File: src/design/cto_pkg.sv
// constants for the port-1 high-speed timing override register bank
package cto_pkg;
  // ==========================================================
  // register indexes (byte address is four times the index)
  localparam logic [7:0] IDX_TRAIL   = 8'h66;
  localparam logic [7:0] IDX_EXIT    = 8'h67;
  localparam logic [7:0] IDX_SKEW    = 8'h68;
  localparam logic [7:0] IDX_CONTROL = 8'h70;
  localparam logic [7:0] IDX_STATUS  = 8'h71;
  localparam logic [7:0] IDX_EVENTS  = 8'h72;
  localparam int         ADDR_LSB    = 2;

  // ==========================================================
  // field positions
  localparam int OVR_BIT      = 7;
  localparam int VAL_MSB      = 6;
  localparam int RATE_LSB     = 0;
  localparam int RATE_MSB     = 1;
  localparam int RELOAD_BIT   = 7;
  localparam int LINK_OK_BIT  = 0;

  // ==========================================================
  // lane rate codes; reset code selects 800 Mbps
  localparam logic [1:0] RATE_SEL_400  = 2'h0;
  localparam logic [1:0] RATE_SEL_800  = 2'h1;
  localparam logic [1:0] RATE_SEL_1200 = 2'h2;
  localparam logic [1:0] RATE_SEL_1600 = 2'h3;
  localparam logic [1:0] RATE_RESET    = RATE_SEL_800;

  // ==========================================================
  // reset values of the stored timing fields
  localparam logic [6:0] TRAIL_RESET = 7'h08;
  localparam logic [6:0] EXIT_RESET  = 7'h0B;
  localparam logic [6:0] SKEW_RESET  = 7'h06;

  // ==========================================================
  // automatic timing values per lane rate
  localparam logic [6:0] TRAIL_AUTO_400  = 7'h05;
  localparam logic [6:0] TRAIL_AUTO_800  = TRAIL_RESET;
  localparam logic [6:0] TRAIL_AUTO_1200 = 7'h0B;
  localparam logic [6:0] TRAIL_AUTO_1600 = 7'h0E;
  localparam logic [6:0] EXIT_AUTO_400   = 7'h06;
  localparam logic [6:0] EXIT_AUTO_800   = EXIT_RESET;
  localparam logic [6:0] EXIT_AUTO_1200  = 7'h10;
  localparam logic [6:0] EXIT_AUTO_1600  = 7'h15;
  localparam logic [6:0] SKEW_AUTO_400   = 7'h04;
  localparam logic [6:0] SKEW_AUTO_800   = SKEW_RESET;
  localparam logic [6:0] SKEW_AUTO_1200  = 7'h08;
  localparam logic [6:0] SKEW_AUTO_1600  = 7'h0A;

  // ==========================================================
  // bus answer states
  typedef enum logic [1:0] {
    BUS_IDLE = 2'b01,
    BUS_DONE = 2'b10
  } cto_bus_t;
endpackage : cto_pkg

File: src/design/cto_timing_override.sv
// port-1 data-lane trail, exit and lane-skew timing override bank, apb slave
// Operation
// trail timing is automatic unless its override bit is set; resets to 0x8
// exit timing uses stored field only while override is set; resets to 0x0B
// lane-skew parameter uses stored field only while override set; resets 0x6
// with override clear the field is read-only and reads the automatic value
// with override set the field accepts writes and reads back stored value
// defaults match 800 Mbps; automatic values follow the selected lane rate
// read-to-clear field is read-only and clears after each read
// latched-low field captures a low, holds it until read, read-only
// self-clearing field is writable and returns to zero after its action
// value writes while override is clear are ignored
//
// Local design decision: the APB interface to the registers.
`timescale 1ns/1ps
module cto_timing_override (
  input  wire logic        clk,
  input  wire logic        rst_n,
  input  wire logic        psel,
  input  wire logic        penable,
  input  wire logic        pwrite,
  input  wire logic [11:0] paddr,
  input  wire logic [31:0] pwdata,
  input  wire logic        linkReady,
  output logic      [31:0] prdata,
  output logic             pready,
  output logic             pslverr,
  output logic      [6:0]  trailTiming,
  output logic      [6:0]  exitTiming,
  output logic      [6:0]  laneSkewTiming,
  output logic      [1:0]  laneRate
);
  import cto_pkg::*;

  // ==========================================================
  // bus decode
  cto_bus_t   busState;
  cto_bus_t   next_busState;
  logic [7:0] regIndex;
  logic       accessDone;
  logic       wrAccess;
  logic       rdAccess;
  logic       aligned;
  logic       knownIndex;
  logic       mapped;

  // ==========================================================
  // per-register strobes
  logic       trailWrite;
  logic       exitWrite;
  logic       skewWrite;
  logic       controlWrite;
  logic       statusRead;
  logic       eventsRead;

  // ==========================================================
  // control, status and event state
  logic       reloadPending;
  logic       linkOk;
  logic [7:0] rateChanges;
  logic       rateWrite;
  logic [1:0] newRate;

  // ==========================================================
  // timing field views and read path
  logic [7:0] trailRead;
  logic [7:0] exitRead;
  logic [7:0] skewRead;
  logic [6:0] trailAuto;
  logic [6:0] exitAuto;
  logic [6:0] skewAuto;
  logic [7:0] readMux;

  // transfer qualifiers; side effects land on the edge that sees pready
  assign regIndex   = paddr[ADDR_LSB +: 8];
  assign accessDone = psel && penable && pready;
  assign wrAccess   = accessDone && pwrite && mapped;
  assign rdAccess   = accessDone && !pwrite && mapped;
  assign newRate    = pwdata[RATE_MSB:RATE_LSB];

  // one strobe per register so each process tests a single name
  assign trailWrite   = wrAccess && (regIndex == IDX_TRAIL);
  assign exitWrite    = wrAccess && (regIndex == IDX_EXIT);
  assign skewWrite    = wrAccess && (regIndex == IDX_SKEW);
  assign controlWrite = wrAccess && (regIndex == IDX_CONTROL);
  assign statusRead   = rdAccess && (regIndex == IDX_STATUS);
  assign eventsRead   = rdAccess && (regIndex == IDX_EVENTS);

  // a rate write only counts as an event when the code really changes
  assign rateWrite    = controlWrite && (newRate != laneRate);

  // address decode: word aligned, inside the index range, and a known register
  always_comb begin
    aligned = (paddr[ADDR_LSB-1:0] == 2'h0) && (paddr[11:10] == 2'h0);
    case (regIndex)
      IDX_TRAIL, IDX_EXIT, IDX_SKEW, IDX_CONTROL, IDX_STATUS, IDX_EVENTS: begin
        knownIndex = 1'b1;
      end
      default: begin
        knownIndex = 1'b0;
      end
    endcase
    mapped = aligned && knownIndex;
  end

  // answer sequencing: one wait state, then pready for one edge
  always_comb begin
    case (busState)
      BUS_IDLE: begin
        next_busState = (psel && penable) ? BUS_DONE : BUS_IDLE;
      end
      BUS_DONE: begin
        next_busState = BUS_IDLE;
      end
      default: begin
        next_busState = BUS_IDLE;
      end
    endcase
  end

  always_ff @(posedge clk or negedge rst_n) begin
    if (!rst_n) begin
      busState <= BUS_IDLE;
    end else begin
      busState <= next_busState;
    end
  end

  // ready pulses for one edge, one cycle into the access phase
  always_ff @(posedge clk or negedge rst_n) begin
    if (!rst_n) begin
      pready <= 1'b0;
    end else begin
      pready <= (next_busState == BUS_DONE);
    end
  end

  // error rides with ready for an unmapped or misaligned address
  always_ff @(posedge clk or negedge rst_n) begin
    if (!rst_n) begin
      pslverr <= 1'b0;
    end else begin
      pslverr <= (next_busState == BUS_DONE) && !mapped;
    end
  end

  // ==========================================================
  // lane rate and automatic timing selection
  always_ff @(posedge clk or negedge rst_n) begin
    if (!rst_n) begin
      laneRate <= RATE_RESET;
    end else if (controlWrite) begin
      laneRate <= newRate;
    end
  end

  // automatic trail value for the selected rate
  always_comb begin
    case (laneRate)
      RATE_SEL_400: begin
        trailAuto = TRAIL_AUTO_400;
      end
      RATE_SEL_1200: begin
        trailAuto = TRAIL_AUTO_1200;
      end
      RATE_SEL_1600: begin
        trailAuto = TRAIL_AUTO_1600;
      end
      default: begin
        trailAuto = TRAIL_AUTO_800;
      end
    endcase
  end

  // automatic exit value for the selected rate
  always_comb begin
    case (laneRate)
      RATE_SEL_400: begin
        exitAuto = EXIT_AUTO_400;
      end
      RATE_SEL_1200: begin
        exitAuto = EXIT_AUTO_1200;
      end
      RATE_SEL_1600: begin
        exitAuto = EXIT_AUTO_1600;
      end
      default: begin
        exitAuto = EXIT_AUTO_800;
      end
    endcase
  end

  // automatic lane-skew value for the selected rate
  always_comb begin
    case (laneRate)
      RATE_SEL_400: begin
        skewAuto = SKEW_AUTO_400;
      end
      RATE_SEL_1200: begin
        skewAuto = SKEW_AUTO_1200;
      end
      RATE_SEL_1600: begin
        skewAuto = SKEW_AUTO_1600;
      end
      default: begin
        skewAuto = SKEW_AUTO_800;
      end
    endcase
  end

  // ==========================================================
  // self-clearing reload bit: clears all overrides, then drops
  always_ff @(posedge clk or negedge rst_n) begin
    if (!rst_n) begin
      reloadPending <= 1'b0;
    end else if (reloadPending) begin
      reloadPending <= 1'b0;
    end else if (controlWrite) begin
      reloadPending <= pwdata[RELOAD_BIT];
    end
  end

  // latched-low link status: a low sticks until read, low beats the read
  always_ff @(posedge clk or negedge rst_n) begin
    if (!rst_n) begin
      linkOk <= 1'b0;
    end else if (!linkReady) begin
      linkOk <= 1'b0;
    end else if (statusRead) begin
      linkOk <= 1'b1;
    end
  end

  // read-to-clear count of rate changes; a new change beats the clear
  always_ff @(posedge clk or negedge rst_n) begin
    if (!rst_n) begin
      rateChanges <= 8'h00;
    end else if (rateWrite) begin
      if (eventsRead) begin
        rateChanges <= 8'h01;
      end else if (rateChanges != 8'hFF) begin
        rateChanges <= rateChanges + 8'h01;
      end
    end else if (eventsRead) begin
      rateChanges <= 8'h00;
    end
  end

  // ==========================================================
  // the three timing registers
  cto_timing_field #(.RESET_VALUE(TRAIL_RESET)) uTrail (
    .clk         (clk),
    .rst_n       (rst_n),
    .autoValue   (trailAuto),
    .wrEn        (trailWrite),
    .wrData      (pwdata[7:0]),
    .reloadAuto  (reloadPending),
    .readValue   (trailRead),
    .timingValue (trailTiming)
  );

  cto_timing_field #(.RESET_VALUE(EXIT_RESET)) uExit (
    .clk         (clk),
    .rst_n       (rst_n),
    .autoValue   (exitAuto),
    .wrEn        (exitWrite),
    .wrData      (pwdata[7:0]),
    .reloadAuto  (reloadPending),
    .readValue   (exitRead),
    .timingValue (exitTiming)
  );

  cto_timing_field #(.RESET_VALUE(SKEW_RESET)) uSkew (
    .clk         (clk),
    .rst_n       (rst_n),
    .autoValue   (skewAuto),
    .wrEn        (skewWrite),
    .wrData      (pwdata[7:0]),
    .reloadAuto  (reloadPending),
    .readValue   (skewRead),
    .timingValue (laneSkewTiming)
  );

  // ==========================================================
  // read data, captured as pready rises
  always_comb begin
    case (regIndex)
      IDX_TRAIL: begin
        readMux = trailRead;
      end
      IDX_EXIT: begin
        readMux = exitRead;
      end
      IDX_SKEW: begin
        readMux = skewRead;
      end
      IDX_CONTROL: begin
        readMux = {reloadPending, 5'h00, laneRate};
      end
      IDX_STATUS: begin
        readMux = {7'h00, linkOk};
      end
      IDX_EVENTS: begin
        readMux = rateChanges;
      end
      default: begin
        readMux = 8'h00;
      end
    endcase
  end

  always_ff @(posedge clk or negedge rst_n) begin
    if (!rst_n) begin
      prdata <= 32'h00000000;
    end else if ((next_busState == BUS_DONE) && mapped && !pwrite) begin
      prdata <= {24'h000000, readMux};
    end else if (next_busState == BUS_DONE) begin
      prdata <= 32'h00000000; // writes and refused reads return zero
    end
  end
endmodule : cto_timing_override

File: src/design/cto_timing_field.sv
// one override-capable seven-bit timing register
`timescale 1ns/1ps
module cto_timing_field #(
  parameter logic [6:0] RESET_VALUE = 7'h00
) (
  input  wire logic       clk,
  input  wire logic       rst_n,
  input  wire logic [6:0] autoValue,
  input  wire logic       wrEn,
  input  wire logic [7:0] wrData,
  input  wire logic       reloadAuto,
  output logic      [7:0] readValue,
  output logic      [6:0] timingValue
);
  import cto_pkg::*;

  logic       overrideOn;
  logic [6:0] storedValue;

  // override bit; a reload request hands control back to the automatic logic
  always_ff @(posedge clk or negedge rst_n) begin
    if (!rst_n) begin
      overrideOn <= 1'b0;
    end else if (reloadAuto) begin
      overrideOn <= 1'b0;
    end else if (wrEn) begin
      overrideOn <= wrData[OVR_BIT];
    end
  end

  // stored value only writable while override is already on
  always_ff @(posedge clk or negedge rst_n) begin
    if (!rst_n) begin
      storedValue <= RESET_VALUE;
    end else if (wrEn && overrideOn) begin
      storedValue <= wrData[VAL_MSB:0];
    end else if (wrEn && wrData[OVR_BIT]) begin
      storedValue <= autoValue;
    end
  end

  // read view: auto value while clear, stored value while set
  assign readValue = {overrideOn, overrideOn ? storedValue : autoValue};

  // value handed to the transmitter timing logic
  always_ff @(posedge clk or negedge rst_n) begin
    if (!rst_n) begin
      timingValue <= RESET_VALUE;
    end else begin
      timingValue <= overrideOn ? storedValue : autoValue;
    end
  end
endmodule : cto_timing_field

File: config.mk
export PLATFORM = sky130hd
export DESIGN_NAME = cto_timing_override
export DESIGN_NICKNAME = d
export VERILOG_FILES = /design/src/design/cto_pkg.sv /design/src/design/cto_timing_override.sv /design/src/design/cto_timing_field.sv
export SDC_FILE = /design/constraint.sdc
export NUM_CORES = 1
export LEC_CHECK = 0
export ABC_AREA = 1
export ABC_CLOCK_PERIOD_IN_PS = 2750
export BUFFER_PORTS_ARGS = -buffer_cell sky130_fd_sc_hd__buf_2
export CAP_MARGIN = 10
export CORE_MARGIN = 3
export CORE_UTILIZATION = 30
export CTS_CLUSTER_SIZE = 40
export DETAILED_ROUTE_END_ITERATION = 7
export PLACE_DENSITY = 0.57
export REMOVE_ABC_BUFFERS = 1
export SLEW_MARGIN = 25
export SYNTH_ARGS = -nofsm -noshare
export SYNTH_HDL_FRONTEND = slang
export SYNTH_SLANG_ARGS = --single-unit
export TNS_END_PERCENT = 50
File: constraint.sdc
create_clock -name clk -period 2.75 [get_ports clk]
set_input_delay 0.1375 -clock clk [delete_from_list [all_inputs] [get_ports clk]]
set_output_delay 0.1375 -clock clk [all_outputs]
set_load 0.1 [all_outputs]
==> flow_metrics.env, run 1 <==
export IMPL_outcome="complete, but fails checks"
export IMPL_violations="hold timing"
export IMPL_gp_congestion=0.862
export IMPL_clock_sinks=68
export IMPL_holdWs_ns=-0.0175
export IMPL_synth_top_cell_by_area="dfrtp_1"
export IMPL_clk_pin_slew_ns=0.06
export IMPL_cpMostUsedCell="inv_1"
export IMPL_core_um2=11700
export IMPL_first_pass_iters=5
export IMPL_layout_nets=591
export IMPL_final_area_um2=4330
export IMPL_ys_seq_elements=68
export IMPL_synth_cell_types=37
export IMPL_cts_made_buffers=9
export IMPL_maxCapViolCount=0
export IMPL_timing_hold_violations_final=10
export IMPL_max_slew_margin=0.405
export IMPL_p_leak_nw=2.36
export IMPL_grt_pass1_wl_mm=15.4
export IMPL_start_util=0.314
export IMPL_ys_warnings_count=0
export IMPL_diodes=0
export IMPL_place_area_um2=4030
export IMPL_drcViolationCount=0
export IMPL_track_usage=0.147
export IMPL_drt_wl_total_mm=9.45
export IMPL_setup_tns_ns=0
export IMPL_yosysSeqAreaShare=0.470
export IMPL_rsz0062_at_grt="no"
export IMPL_ir_worst_vdd_v=0.000253
export IMPL_dp_hpwl_mm=7.21
export IMPL_slew_viol_final=0
export IMPL_io_pins=107
export IMPL_crit_arrival_ns=2.20
export IMPL_final_common_cell="nand2_1"
export IMPL_post_cts_setup_buffers=0
export IMPL_gr_total_overflow=0
export IMPL_rows=39
export IMPL_netlist_area_leader_share=0.369
export IMPL_cts_tree="done"
export IMPL_grt_busiest_layer="met2"
export IMPL_critPathBufInv=2
export IMPL_crit_fanout=6
export IMPL_worstSetupPathType="flop to flop"
export IMPL_seq_power_share=0.420
export IMPL_p_per_area_nw_per_um2=553
export IMPL_synth_edf_count=0
export IMPL_start_kind="flop"
export IMPL_insertion_delay_ns=0.33
export IMPL_dieArea_um2=13600
export IMPL_crit_chain="inv_1, ha_1, nor2_1, nand2_1, o21ai_0, inv_1, a22oi_1, nand3_1, a22o_1"
export IMPL_finalSetupViolations=0
export IMPL_die_x_um=116
export IMPL_num_vias=3184
export IMPL_grt_pass1_vias=2994
export IMPL_use_met3=0.0347
export IMPL_postSynthAreaPerCell_um2=7.78
export IMPL_avgRoutedWirePerCell_um=13.8
export IMPL_post_cts_resized=0
export IMPL_drt_iter0_drc=230
export IMPL_area_growth_pct=18.4
export IMPL_path_delay_family="flip-flops"
export IMPL_use_met1=0.200
export IMPL_portBuffers=58
export IMPL_min_period_ns=1.98
export IMPL_worst_hold_path_type="input port to asynchronous set/reset pin"
export IMPL_antenna_found_initial=0
export IMPL_layout_common_cells="171 x nand2_1, 58 x buf_2, 54 x dfrtp_1, 50 x inv_1, 33 x nor2_1"
export IMPL_synth_ff_type="dfrtp_1"
export IMPL_crit_slowest_cell="dfstp_2"
export IMPL_pwr_share_clk=0.481
export IMPL_nFillCells=1221
export IMPL_max_freq_mhz=505
export IMPL_final_cells=684
export IMPL_cp_end_kind="flop"
export IMPL_worstPathRequired_ns=2.97
export IMPL_met2_usage=0.234
export IMPL_finalClockSkew_ns=0.00392
export IMPL_cts_hold_buf=0
export IMPL_synthesis_area_um2=3660
export IMPL_ant_nets=0
export IMPL_synthArstFlopShare=1.00
export IMPL_cts_htree_levels=3
export IMPL_root_buffer="clkbuf_16"
export IMPL_p_total_mw=2.40
export IMPL_ys_top_cells_by_area="dfrtp_1 37%, nand2_1 18%, dfstp_2 10%"
export IMPL_internal_power_mw=1.73
export IMPL_synthCells=470
export IMPL_clock_path_buffers=2
export IMPL_dpl_cell_count=668
export IMPL_combPwrFrac=0.099
export IMPL_finalCritPeriodShare=0.719
export IMPL_crit_path_max_incr_delay_ns=0.57
export IMPL_grt_max_degree=69
export IMPL_net_switching_power_uw=661
export IMPL_tightestPinTransition_ns=0.892
export IMPL_die_h_um=116
export IMPL_drive_gt1_frac=0.207
export IMPL_via_per_inst=4.65
export IMPL_sw_frac_of_total=0.276
[metal layers]
| metal | routed length, um | up-vias |
|---|---|---|
| li1 | - | 1576 |
| met5 | 0 | - |
| met2 | 4290 | 97 |
| met4 | 146 | 0 |
| met1 | 4510 | 1495 |
| met3 | 501 | 16 |
[final cells by class]
class                      count  area (um2)  area share
sequential                    68        1720       0.397
multi-input combinational    344        1630       0.376
tap                          143         179      0.0413
clock buffer                   9         225      0.0520
timing repair buffer          59         298      0.0688
clock inverter                 7        76.3      0.0176
inverter                      54         203      0.0468
[registers in the layout (all words and copies together), names as in the netlist]
signal	cells
uTrail.timingValue	7
uExit.storedValue	7
pslverr	1
rateChanges	8
uTrail.storedValue	7
linkOk	1
uSkew.timingValue	7
uExit.overrideOn	1
uSkew.storedValue	7
uTrail.overrideOn	1
reloadPending	1
prdata	8
uSkew.overrideOn	1
laneRate	2
uExit.timingValue	7
busState	2
[per-stage QoR]
stage                     setup WS [ns]   util
final                             0.772  0.371
after floorplan                   0.435      -
after global routing              0.571  0.371
after CTS                         0.742  0.371
after detailed placement          0.751  0.345
after global placement            0.776  0.345
[kinds of logic after synthesis]
group / share of synthesized area
XOR/XNOR: 0.0144
buffers and inverters: 0.108
AND/OR/NAND/NOR: 0.296
adder cells (fa/ha/maj): 0.0171
other: 0.00103
flip-flops: 0.470
AO/OA/AOI/OAI: 0.0937
[final timing paths]
| path | start | endpoint | slack [ns] | cells past startpoint |
|---|---|---|---|---|
| setup / recovery | laneRate[0] | prdata[2] | 0.77 | 9 |
| hold / removal | rst_n | uTrail.timingValue[4] | -0.02 | 2 |
| setup reg to reg | laneRate[0] | prdata[2] | 0.77 | 9 |
| hold reg to reg | uSkew.storedValue[2] | uSkew.storedValue[2] | 0.47 | 2 |
| max in group asynchronous | rst_n | uSkew.timingValue[5] | 2.15 | 2 |
| min in group clk | linkReady | linkOk | 0.02 | 3 |
[cell usage after synthesis, types with 2 or more instances]
cell type  count
nand4_1        5
o21ai_0       20
nand3_1       18
and3_1         2
nor2_1        33
clkbuf_1       3
nor3_1         3
o22ai_1        4
inv_1         50
xor2_1         4
a21oi_2        3
inv_2          3
nand3b_1       3
a22o_1         2
nor2_4         2
a221oi_1       3
dfstp_2       14
nand3_2        2
a31oi_1        2
xnor2_1        2
o21ai_1       12
dfrtp_1       54
nand2_1      171
nor2_2         8
buf_4         24
ha_1           5
a22oi_1        2
a21oi_1        7
[power groups by stage]
stage	Clock [mW]	Combinational [mW]	Sequential, mW
detailed placement	0	0.238	1.02
floorplan	0	0.169	1.04
global placement	0	0.237	1.02
CTS	1.17	0.238	1.01
finish	1.15	0.238	1.01
global route	1.23	0.253	1.01
Note: power is estimated with default switching activity, not from simulation.
==> run 2: changes to the inputs <==
--- a/config.mk
+++ b/config.mk
@@ -5,15 +5,15 @@
 export SDC_FILE = /design/constraint.sdc
 export NUM_CORES = 1
 export LEC_CHECK = 0
-export ABC_AREA = 1
-export ABC_CLOCK_PERIOD_IN_PS = 2750
+export ABC_AREA = 0
+export ABC_CLOCK_PERIOD_IN_PS = 1750
 export BUFFER_PORTS_ARGS = -buffer_cell sky130_fd_sc_hd__buf_2
 export CAP_MARGIN = 10
 export CORE_MARGIN = 3
 export CORE_UTILIZATION = 30
 export CTS_CLUSTER_SIZE = 40
 export DETAILED_ROUTE_END_ITERATION = 7
-export PLACE_DENSITY = 0.57
+export PLACE_DENSITY = 0.59
 export REMOVE_ABC_BUFFERS = 1
 export SLEW_MARGIN = 25
 export SYNTH_ARGS = -nofsm -noshare
==> constraint.sdc (replaced) <==
create_clock -name clk -period 1.75 [get_ports clk]
set_input_delay 0.0875 -clock clk [delete_from_list [all_inputs] [get_ports clk]]
set_output_delay 0.0875 -clock clk [all_outputs]
set_load 0.1 [all_outputs]
==> run 2 against run 1 <==
  * The flow now finishes without violations
  * Routed wire length is 4.0% higher
  * Sequential cell count did not move
  * Sequential power is 56% higher
  * Clock-buffer cell count grew 4
  * Final area up 12%
  * First-iteration DRC count shrank 19%
  * Largest cell class is now multi-input combinational cells
  * Largest power group unchanged
  * Fmax up 13%
  * Critical path depth is 2 lower
  * Combinational power rose by 88%
  * Register-to-register slack got worse by 0.77 ns
  * Highest routed layer unchanged
  * Non-clock buffer count up 70
==> flow_metrics.env, run 2 <==
export IMPL_hp_start="pwdata[3]"
export IMPL_timing_hold_violations_final=0
export IMPL_place_area_um2=4380
export IMPL_slew_viol_final=0
export IMPL_ys_warnings_count=0
export IMPL_crit_arrival_ns=1.97
export IMPL_crit_fanout=2
export IMPL_ys_seq_elements=68
export IMPL_drcViolationCount=0
export IMPL_avgRoutedWirePerCell_um=16.0
export IMPL_track_usage=0.149
export IMPL_fin_util=0.419
export IMPL_layout_common_cells="64 x buf_4, 57 x buf_2, 52 x dfrtp_1, 28 x nand2_1"
export IMPL_gr_total_overflow=0
export IMPL_ir_worst_vdd_v=0.000562
export IMPL_min_period_ns=1.75
export IMPL_multiInputGateArea_um2=1770
export IMPL_diodes=0
export IMPL_tightestPinTransition_ns=0.508
export IMPL_antenna_found_initial=0
export IMPL_synthArstFlopShare=1.00
export IMPL_synth_ff_type="dfrtp_1"
export IMPL_worstPathRequired_ns=1.97
export IMPL_area_growth_pct=34.3
export IMPL_outcome="completed"
export IMPL_crit_start="laneRate[0]"
export IMPL_grt_pass1_wl_mm=15.6
export IMPL_yosysSeqAreaShare=0.476
export IMPL_synth_top_cell_by_area="dfrtp_1"
export IMPL_portBuffers=58
export IMPL_num_vias=3071
export IMPL_max_slew_margin=0.658
export IMPL_rows=39
export IMPL_drt_wl_total_mm=9.83
export IMPL_start_kind="flop"
export IMPL_drive_gt1_frac=0.456
export IMPL_gp_congestion=0.873
export IMPL_via_per_inst=4.99
export IMPL_cts_htree_levels=3
export IMPL_p_per_area_nw_per_um2=749
export IMPL_reg_top3="prdata: 8 flops, rateChanges: 8 flops"
export IMPL_cts_made_buffers=9
export IMPL_root_buffer="clkbuf_16"
export IMPL_nFillCells=1125
export IMPL_insertion_delay_ns=0.33
export IMPL_clock_sinks=68
export IMPL_yosysMostFrequentCell="dfrtp_1"
export IMPL_die_h_um=116
export IMPL_final_common_cell="buf_4"
export IMPL_worst_hold_path_type="input port to flop"
export IMPL_io_pins=107
export IMPL_final_area_um2=4850
export IMPL_postSynthAreaPerCell_um2=10.4
export IMPL_die_x_um=116
export IMPL_first_pass_iters=5
export IMPL_drt_iter0_drc=186
export IMPL_yosys_top_cells_count="54 x dfrtp_1, 28 x nand2_1, 26 x buf_4"
export IMPL_synth_edf_count=0
export IMPL_finalCritPeriodShare=0.999
export IMPL_layout_nets=522
export IMPL_max_freq_mhz=572
export IMPL_netlist_area_leader_share=0.374
export IMPL_rsz0062_at_grt="yes"
export IMPL_ys_top_cells_by_area="dfrtp_1 37%, dfstp_2 10%, buf_4 5.4%"
export IMPL_dieArea_um2=13400
export IMPL_cts_tree="done"
export IMPL_grt_max_degree=53
export IMPL_seq_area_um2=1720
export IMPL_synthesis_area_um2=3610
export IMPL_r2r_start="laneRate[0]"
export IMPL_ant_nets=0
export IMPL_core_um2=11600
export IMPL_clk_pin_slew_ns=0.06
export IMPL_synthCells=346
export IMPL_dp_hpwl_mm=7.35
export IMPL_start_util=0.312
export IMPL_p_leak_nw=2.38
export IMPL_cp_end_kind="flop"
export IMPL_finalSetupViolations=0
export IMPL_maxCapViolCount=0
export IMPL_worstSetupPathType="flop to flop"
export IMPL_synth_cell_types=60
export IMPL_finalClockSkew_ns=0.00615
export IMPL_clock_path_buffers=2
export IMPL_grt_pass1_vias=3028
[run 2: cell count changes after synthesis, sizes merged, moves of 7 or more]
| cell | previous run | this run |
|---|---|---|
| and2 | 0 | 14 |
| buf | 24 | 31 |
| a31oi | 2 | 11 |
| inv | 53 | 13 |
| nand2 | 172 | 28 |
| nand3 | 21 | 5 |
| a22o | 2 | 9 |
| or2 | 0 | 10 |
| clkbuf | 3 | 11 |
| mux2 | 0 | 9 |
| mux2i | 0 | 10 |
| o221a | 0 | 8 |
| nor2 | 43 | 25 |
| o21ai | 33 | 22 |
[run 2: area by class of cell]
cell class / instances / area share
Clock inverter: 3 / 0.00310
Multi-Input combinational cell: 245 / 0.366
Timing Repair Buffer: 129 / 0.179
Sequential cell: 68 / 0.355
Tap cell: 143 / 0.0369
Inverter: 14 / 0.0108
Clock buffer: 13 / 0.0496
[run 2: cell families (layout without fill, tap and decap cells)]
| kind of cell | Yosys count | count (layout) | synth area share |
|---|---|---|---|
| simple gates | 110 | 110 | 0.177 |
| compound gates | 84 | 84 | 0.171 |
| flops | 68 | 68 | 0.476 |
| buf+inv | 56 | 159 | 0.0947 |
| mux | 19 | 19 | 0.0558 |
| fa+ha+maj | 5 | 5 | 0.0173 |
| xor+xnor | 3 | 3 | 0.00728 |
| other cells | 1 | 24 | 0.00104 |
[run 2: metal layers]
layer / up-vias / wire (um) / track usage
li1: 1445 / - / -
met1: 1489 / 4560 / 0.217
met2: 121 / 4470 / 0.222
met3: 16 / 606 / 0.0209
met4: 0 / 189 / 0.0657
met5: - / 0 / 0
[run 2: critical path, cell delays in order, from the launching register on]
cell and delay, ns:
dfstp_2 0.54, inv_2 0.06, ha_4 0.15, or2_4 0.22, mux2_4 0.27, mux2i_1 0.16, o21a_1 0.16, o21ai_1 0.06
[run 2: path summary, 6_finish.rpt]
| path | endpoint | slack (ns) | cells after the start |
|---|---|---|---|
| worst min register to register | prdata[7] | 0.48 | 2 |
| worst min-delay path | uTrail.storedValue[3] | 0.01 | 3 |
| max in group asynchronous | uTrail.storedValue[3] | 0.86 | 3 |
| worst max-delay path | prdata[1] | 0.0009 | 7 |
| min in group asynchronous | busState[1] | 0.24 | 2 |
| worst max register to register | prdata[1] | 0.0009 | 7 |
[run 2: report_power, final]
group,internal (mW),switching [mW],leakage [nW]
combinational,0.0824,0.366,1.38
clock,0.953,0.647,0.127
sequential,1.58,0.00123,0.874
total,2.62,1.01,2.38
[run 2: what timing repair did]
| item | in CTS | in global routing |
|---|---|---|
| endpoints found under the hold margin | 12 | 0 |
| buffers inserted | 0 | 5 |
| pin swaps | 1 | 8 |
| hold buffers | 2 | 0 |
| cloned | 0 | 0 |
| resized for setup | 12 | 32 |
| setup endpoints to repair | 6 | 26 |
[run 2: per-stage QoR]
step                instances  TNS, ns  power, mW  setup WS [ns]  hold WS [ns]
floorplan                 327   -19.98       1.90         -0.734        -0.208
global placement          592   -0.657       2.04        -0.0704        0.0419
detailed placement        592   -0.955       2.04        -0.0959        0.0489
CTS                       610  -0.0906       3.65        -0.0363       0.00963
global route              615   -0.182       3.75        -0.0465        0.0297
finish                    615        0       3.63       0.000910        0.0139
==> run 3: changes to the inputs <==
--- a/config.mk
+++ b/config.mk
@@ -11,9 +11,10 @@
 export CAP_MARGIN = 10
 export CORE_MARGIN = 3
 export CORE_UTILIZATION = 30
+export CTS_BUF_LIST = sky130_fd_sc_hd__clkbuf_16
 export CTS_CLUSTER_SIZE = 40
 export DETAILED_ROUTE_END_ITERATION = 7
-export PLACE_DENSITY = 0.59
+export MAX_ROUTING_LAYER = met4
 export REMOVE_ABC_BUFFERS = 1
 export SLEW_MARGIN = 25
 export SYNTH_ARGS = -nofsm -noshare
==> run 3 against run 2 <==
  * The flow now finishes with violations (setup timing)
  * Clock-buffer cell count shrank 4
  * Sequential power about the same
  * Register-to-register slack got worse by 0.02 ns
  * Global-route usage is 0.64 points higher
  * Non-clock buffer count shrank 1
  * Final cell count is 0.16% lower
  * Clock power up 23%
  * Combinational power shrank 2%
==> flow_metrics.env, run 3 (synthesized netlist as in run 2, its figures left out) <==
export IMPL_outcome="complete, but fails checks"
export IMPL_violations="setup timing"
export IMPL_start_util=0.312
export IMPL_finalCritPeriodShare=1.01
export IMPL_avgRoutedWirePerCell_um=16.2
export IMPL_clk_pin_slew_ns=0.06
export IMPL_maxCapViolCount=0
export IMPL_internal_power_mw=2.91
export IMPL_worstSetupPathType="flop to flop"
export IMPL_diodes=0
export IMPL_sw_frac_of_total=0.271
export IMPL_slew_viol_final=0
export IMPL_routed_wl_met2_mm=4.58
export IMPL_cp_end_kind="flop"
export IMPL_cts_made_buffers=9
export IMPL_drt_wl_total_mm=9.97
export IMPL_reg2reg_depth=7
export IMPL_finalSetupViolations=2
export IMPL_crit_path_max_incr_delay_ns=0.57
export IMPL_crit_slowest_cell="dfstp_2"
export IMPL_finalClockSkew_ns=0.00869
export IMPL_rr_endpoint="rateChanges[5]"
export IMPL_ir_worst_vdd_v=0.000517
export IMPL_max_slew_margin=0.658
export IMPL_r2r_slack_ns=-0.01
export IMPL_num_vias=3077
export IMPL_ant_nets=0
export IMPL_layout_common_cells="65 x buf_4, 58 x buf_2, 53 x dfrtp_1, 28 x nand2_1"
export IMPL_net_switching_power_mw=1.08
export IMPL_start_kind="flop"
export IMPL_fin_util=0.415
export IMPL_grt_max_degree=69
export IMPL_gr_total_overflow=0
export IMPL_crit_chain="buf_6, xnor2_1, a211oi_2, buf_4, nand3_1, or3_1, a21oi_2"
export IMPL_rsz0062_at_grt="yes"
export IMPL_clock_path_buffers=2
export IMPL_root_buffer="clkbuf_16"
export IMPL_portBuffers=58
export IMPL_clock_sinks=68
export IMPL_worst_slack_ns=-0.0145
export IMPL_final_area_um2=4800
export IMPL_worstPathRequired_ns=2.01
export IMPL_grt_pass1_vias=2957
export IMPL_cts_tree="done"
export IMPL_crit_fanout=4
export IMPL_io_pins=107
export IMPL_cp_endpoint="rateChanges[5]"
export IMPL_final_cells=614
export IMPL_drive_gt1_frac=0.442
export IMPL_worst_hold_path_type="input port to flop"
export IMPL_cts_htree_levels=3
export IMPL_p_per_area_nw_per_um2=832
export IMPL_drcViolationCount=0
export IMPL_drt_iter0_drc=250
export IMPL_first_pass_iters=4
export IMPL_tightestPinTransition_ns=0.508
export IMPL_core_um2=11600
export IMPL_max_freq_mhz=567
export IMPL_track_usage=0.156
export IMPL_die_x_um=116
export IMPL_via_per_inst=5.01
export IMPL_die_h_um=116
export IMPL_reg_top3="prdata: 8 flops, rateChanges: 8 flops"
export IMPL_drt_met1_wl_mm=4.67
export IMPL_r2r_start="laneRate[0]"
export IMPL_met3WireLength_um=618
export IMPL_seq_power_share=0.396
export IMPL_dp_hpwl_mm=7.46
export IMPL_place_area_um2=4400
export IMPL_crit_arrival_ns=2.02
export IMPL_area_growth_pct=33.0
export IMPL_antenna_found_initial=0
export IMPL_final_common_cell="buf_4"
export IMPL_layout_nets=521
export IMPL_grt_pass1_wl_mm=15.6
export IMPL_combPwrFrac=0.110
export IMPL_dieArea_um2=13400
export IMPL_crit_start="laneRate[0]"
export IMPL_setup_tns_ns=-0.0273
export IMPL_p_leak_nw=2.38
export IMPL_min_period_ns=1.76
export IMPL_gp_congestion=0.931
export IMPL_routed_top_layer="met4"
export IMPL_dpl_cell_count=594
export IMPL_insertion_delay_ns=0.33
export IMPL_holdWs_ns=0.00364
export IMPL_timing_hold_violations_final=0
export IMPL_pwr_share_clk=0.494
export IMPL_rows=39
==> run 3: worst min-delay path by stage <==
stage              start               endpoint  slack (ns)  depth (start not counted)
4_1_cts        pwdata[3]  uTrail.storedValue[3]       0.003                          3
3_3_place_gp       rst_n  uTrail.timingValue[1]        0.14                          2
5_1_grt        pwdata[3]  uTrail.storedValue[3]        0.01                          3
2_1_floorplan      rst_n            busState[1]       -0.21                          0
3_5_place_dp       rst_n   uSkew.timingValue[3]        0.15                          2
6_report       pwdata[3]  uTrail.storedValue[3]       0.004                          3
==> run 3: layout make-up <==
type                            instances  area (um2)
Fill cell                            1110        6760
Sequential cell                        68        1720
Multi-Input combinational cell        245        1680
Timing Repair Buffer                  128         850
Clock buffer                            9         225
Tap cell                              143         179
Clock inverter                          7        98.8
Inverter                               14        52.6
==> run 3: routing by layer <==
layer / global-route usage / vias to the layer above
li1: - / 1443
met1: 0.219 / 1522
met2: 0.231 / 105
met3: 0.0245 / 7
met4: 0.0503 / 0
met5: - / -
==> run 3: critical path: cells and delay by family (launching register included) <==
kind	cells	cell delay, ns
compound gates	2	0.38
buf+inv	2	0.27
xor+xnor	1	0.07
simple gates	2	0.41
flops	1	0.57
==> run 3: power by group through the flow <==
stage	Combinational [mW]	Clock, mW	Sequential, mW
after floorplan	0.272	0	1.63
after global placement	0.434	0	1.61
after detailed placement	0.438	0	1.61
after CTS	0.443	2.00	1.58
after global routing	0.464	2.09	1.58
final	0.441	1.97	1.58
==> run 3: stage by stage <==
stage | setup WS [ns] | total power, mW
detailed placement | -0.179 | 2.05
global placement | -0.149 | 2.04
CTS | -0.0319 | 4.03
finish | -0.0145 | 4.00
global route | -0.0888 | 4.13
floorplan | -0.734 | 1.90
==> run 3: what timing repair did <==
action                                 4_1_cts  5_1_grt
setup endpoints to repair                   22       19
buffers inserted                             2        0
endpoints found under the hold margin       55        0
hold buffers                                 2        0
gates resized for setup                     13       10
pin swaps                                    3        3
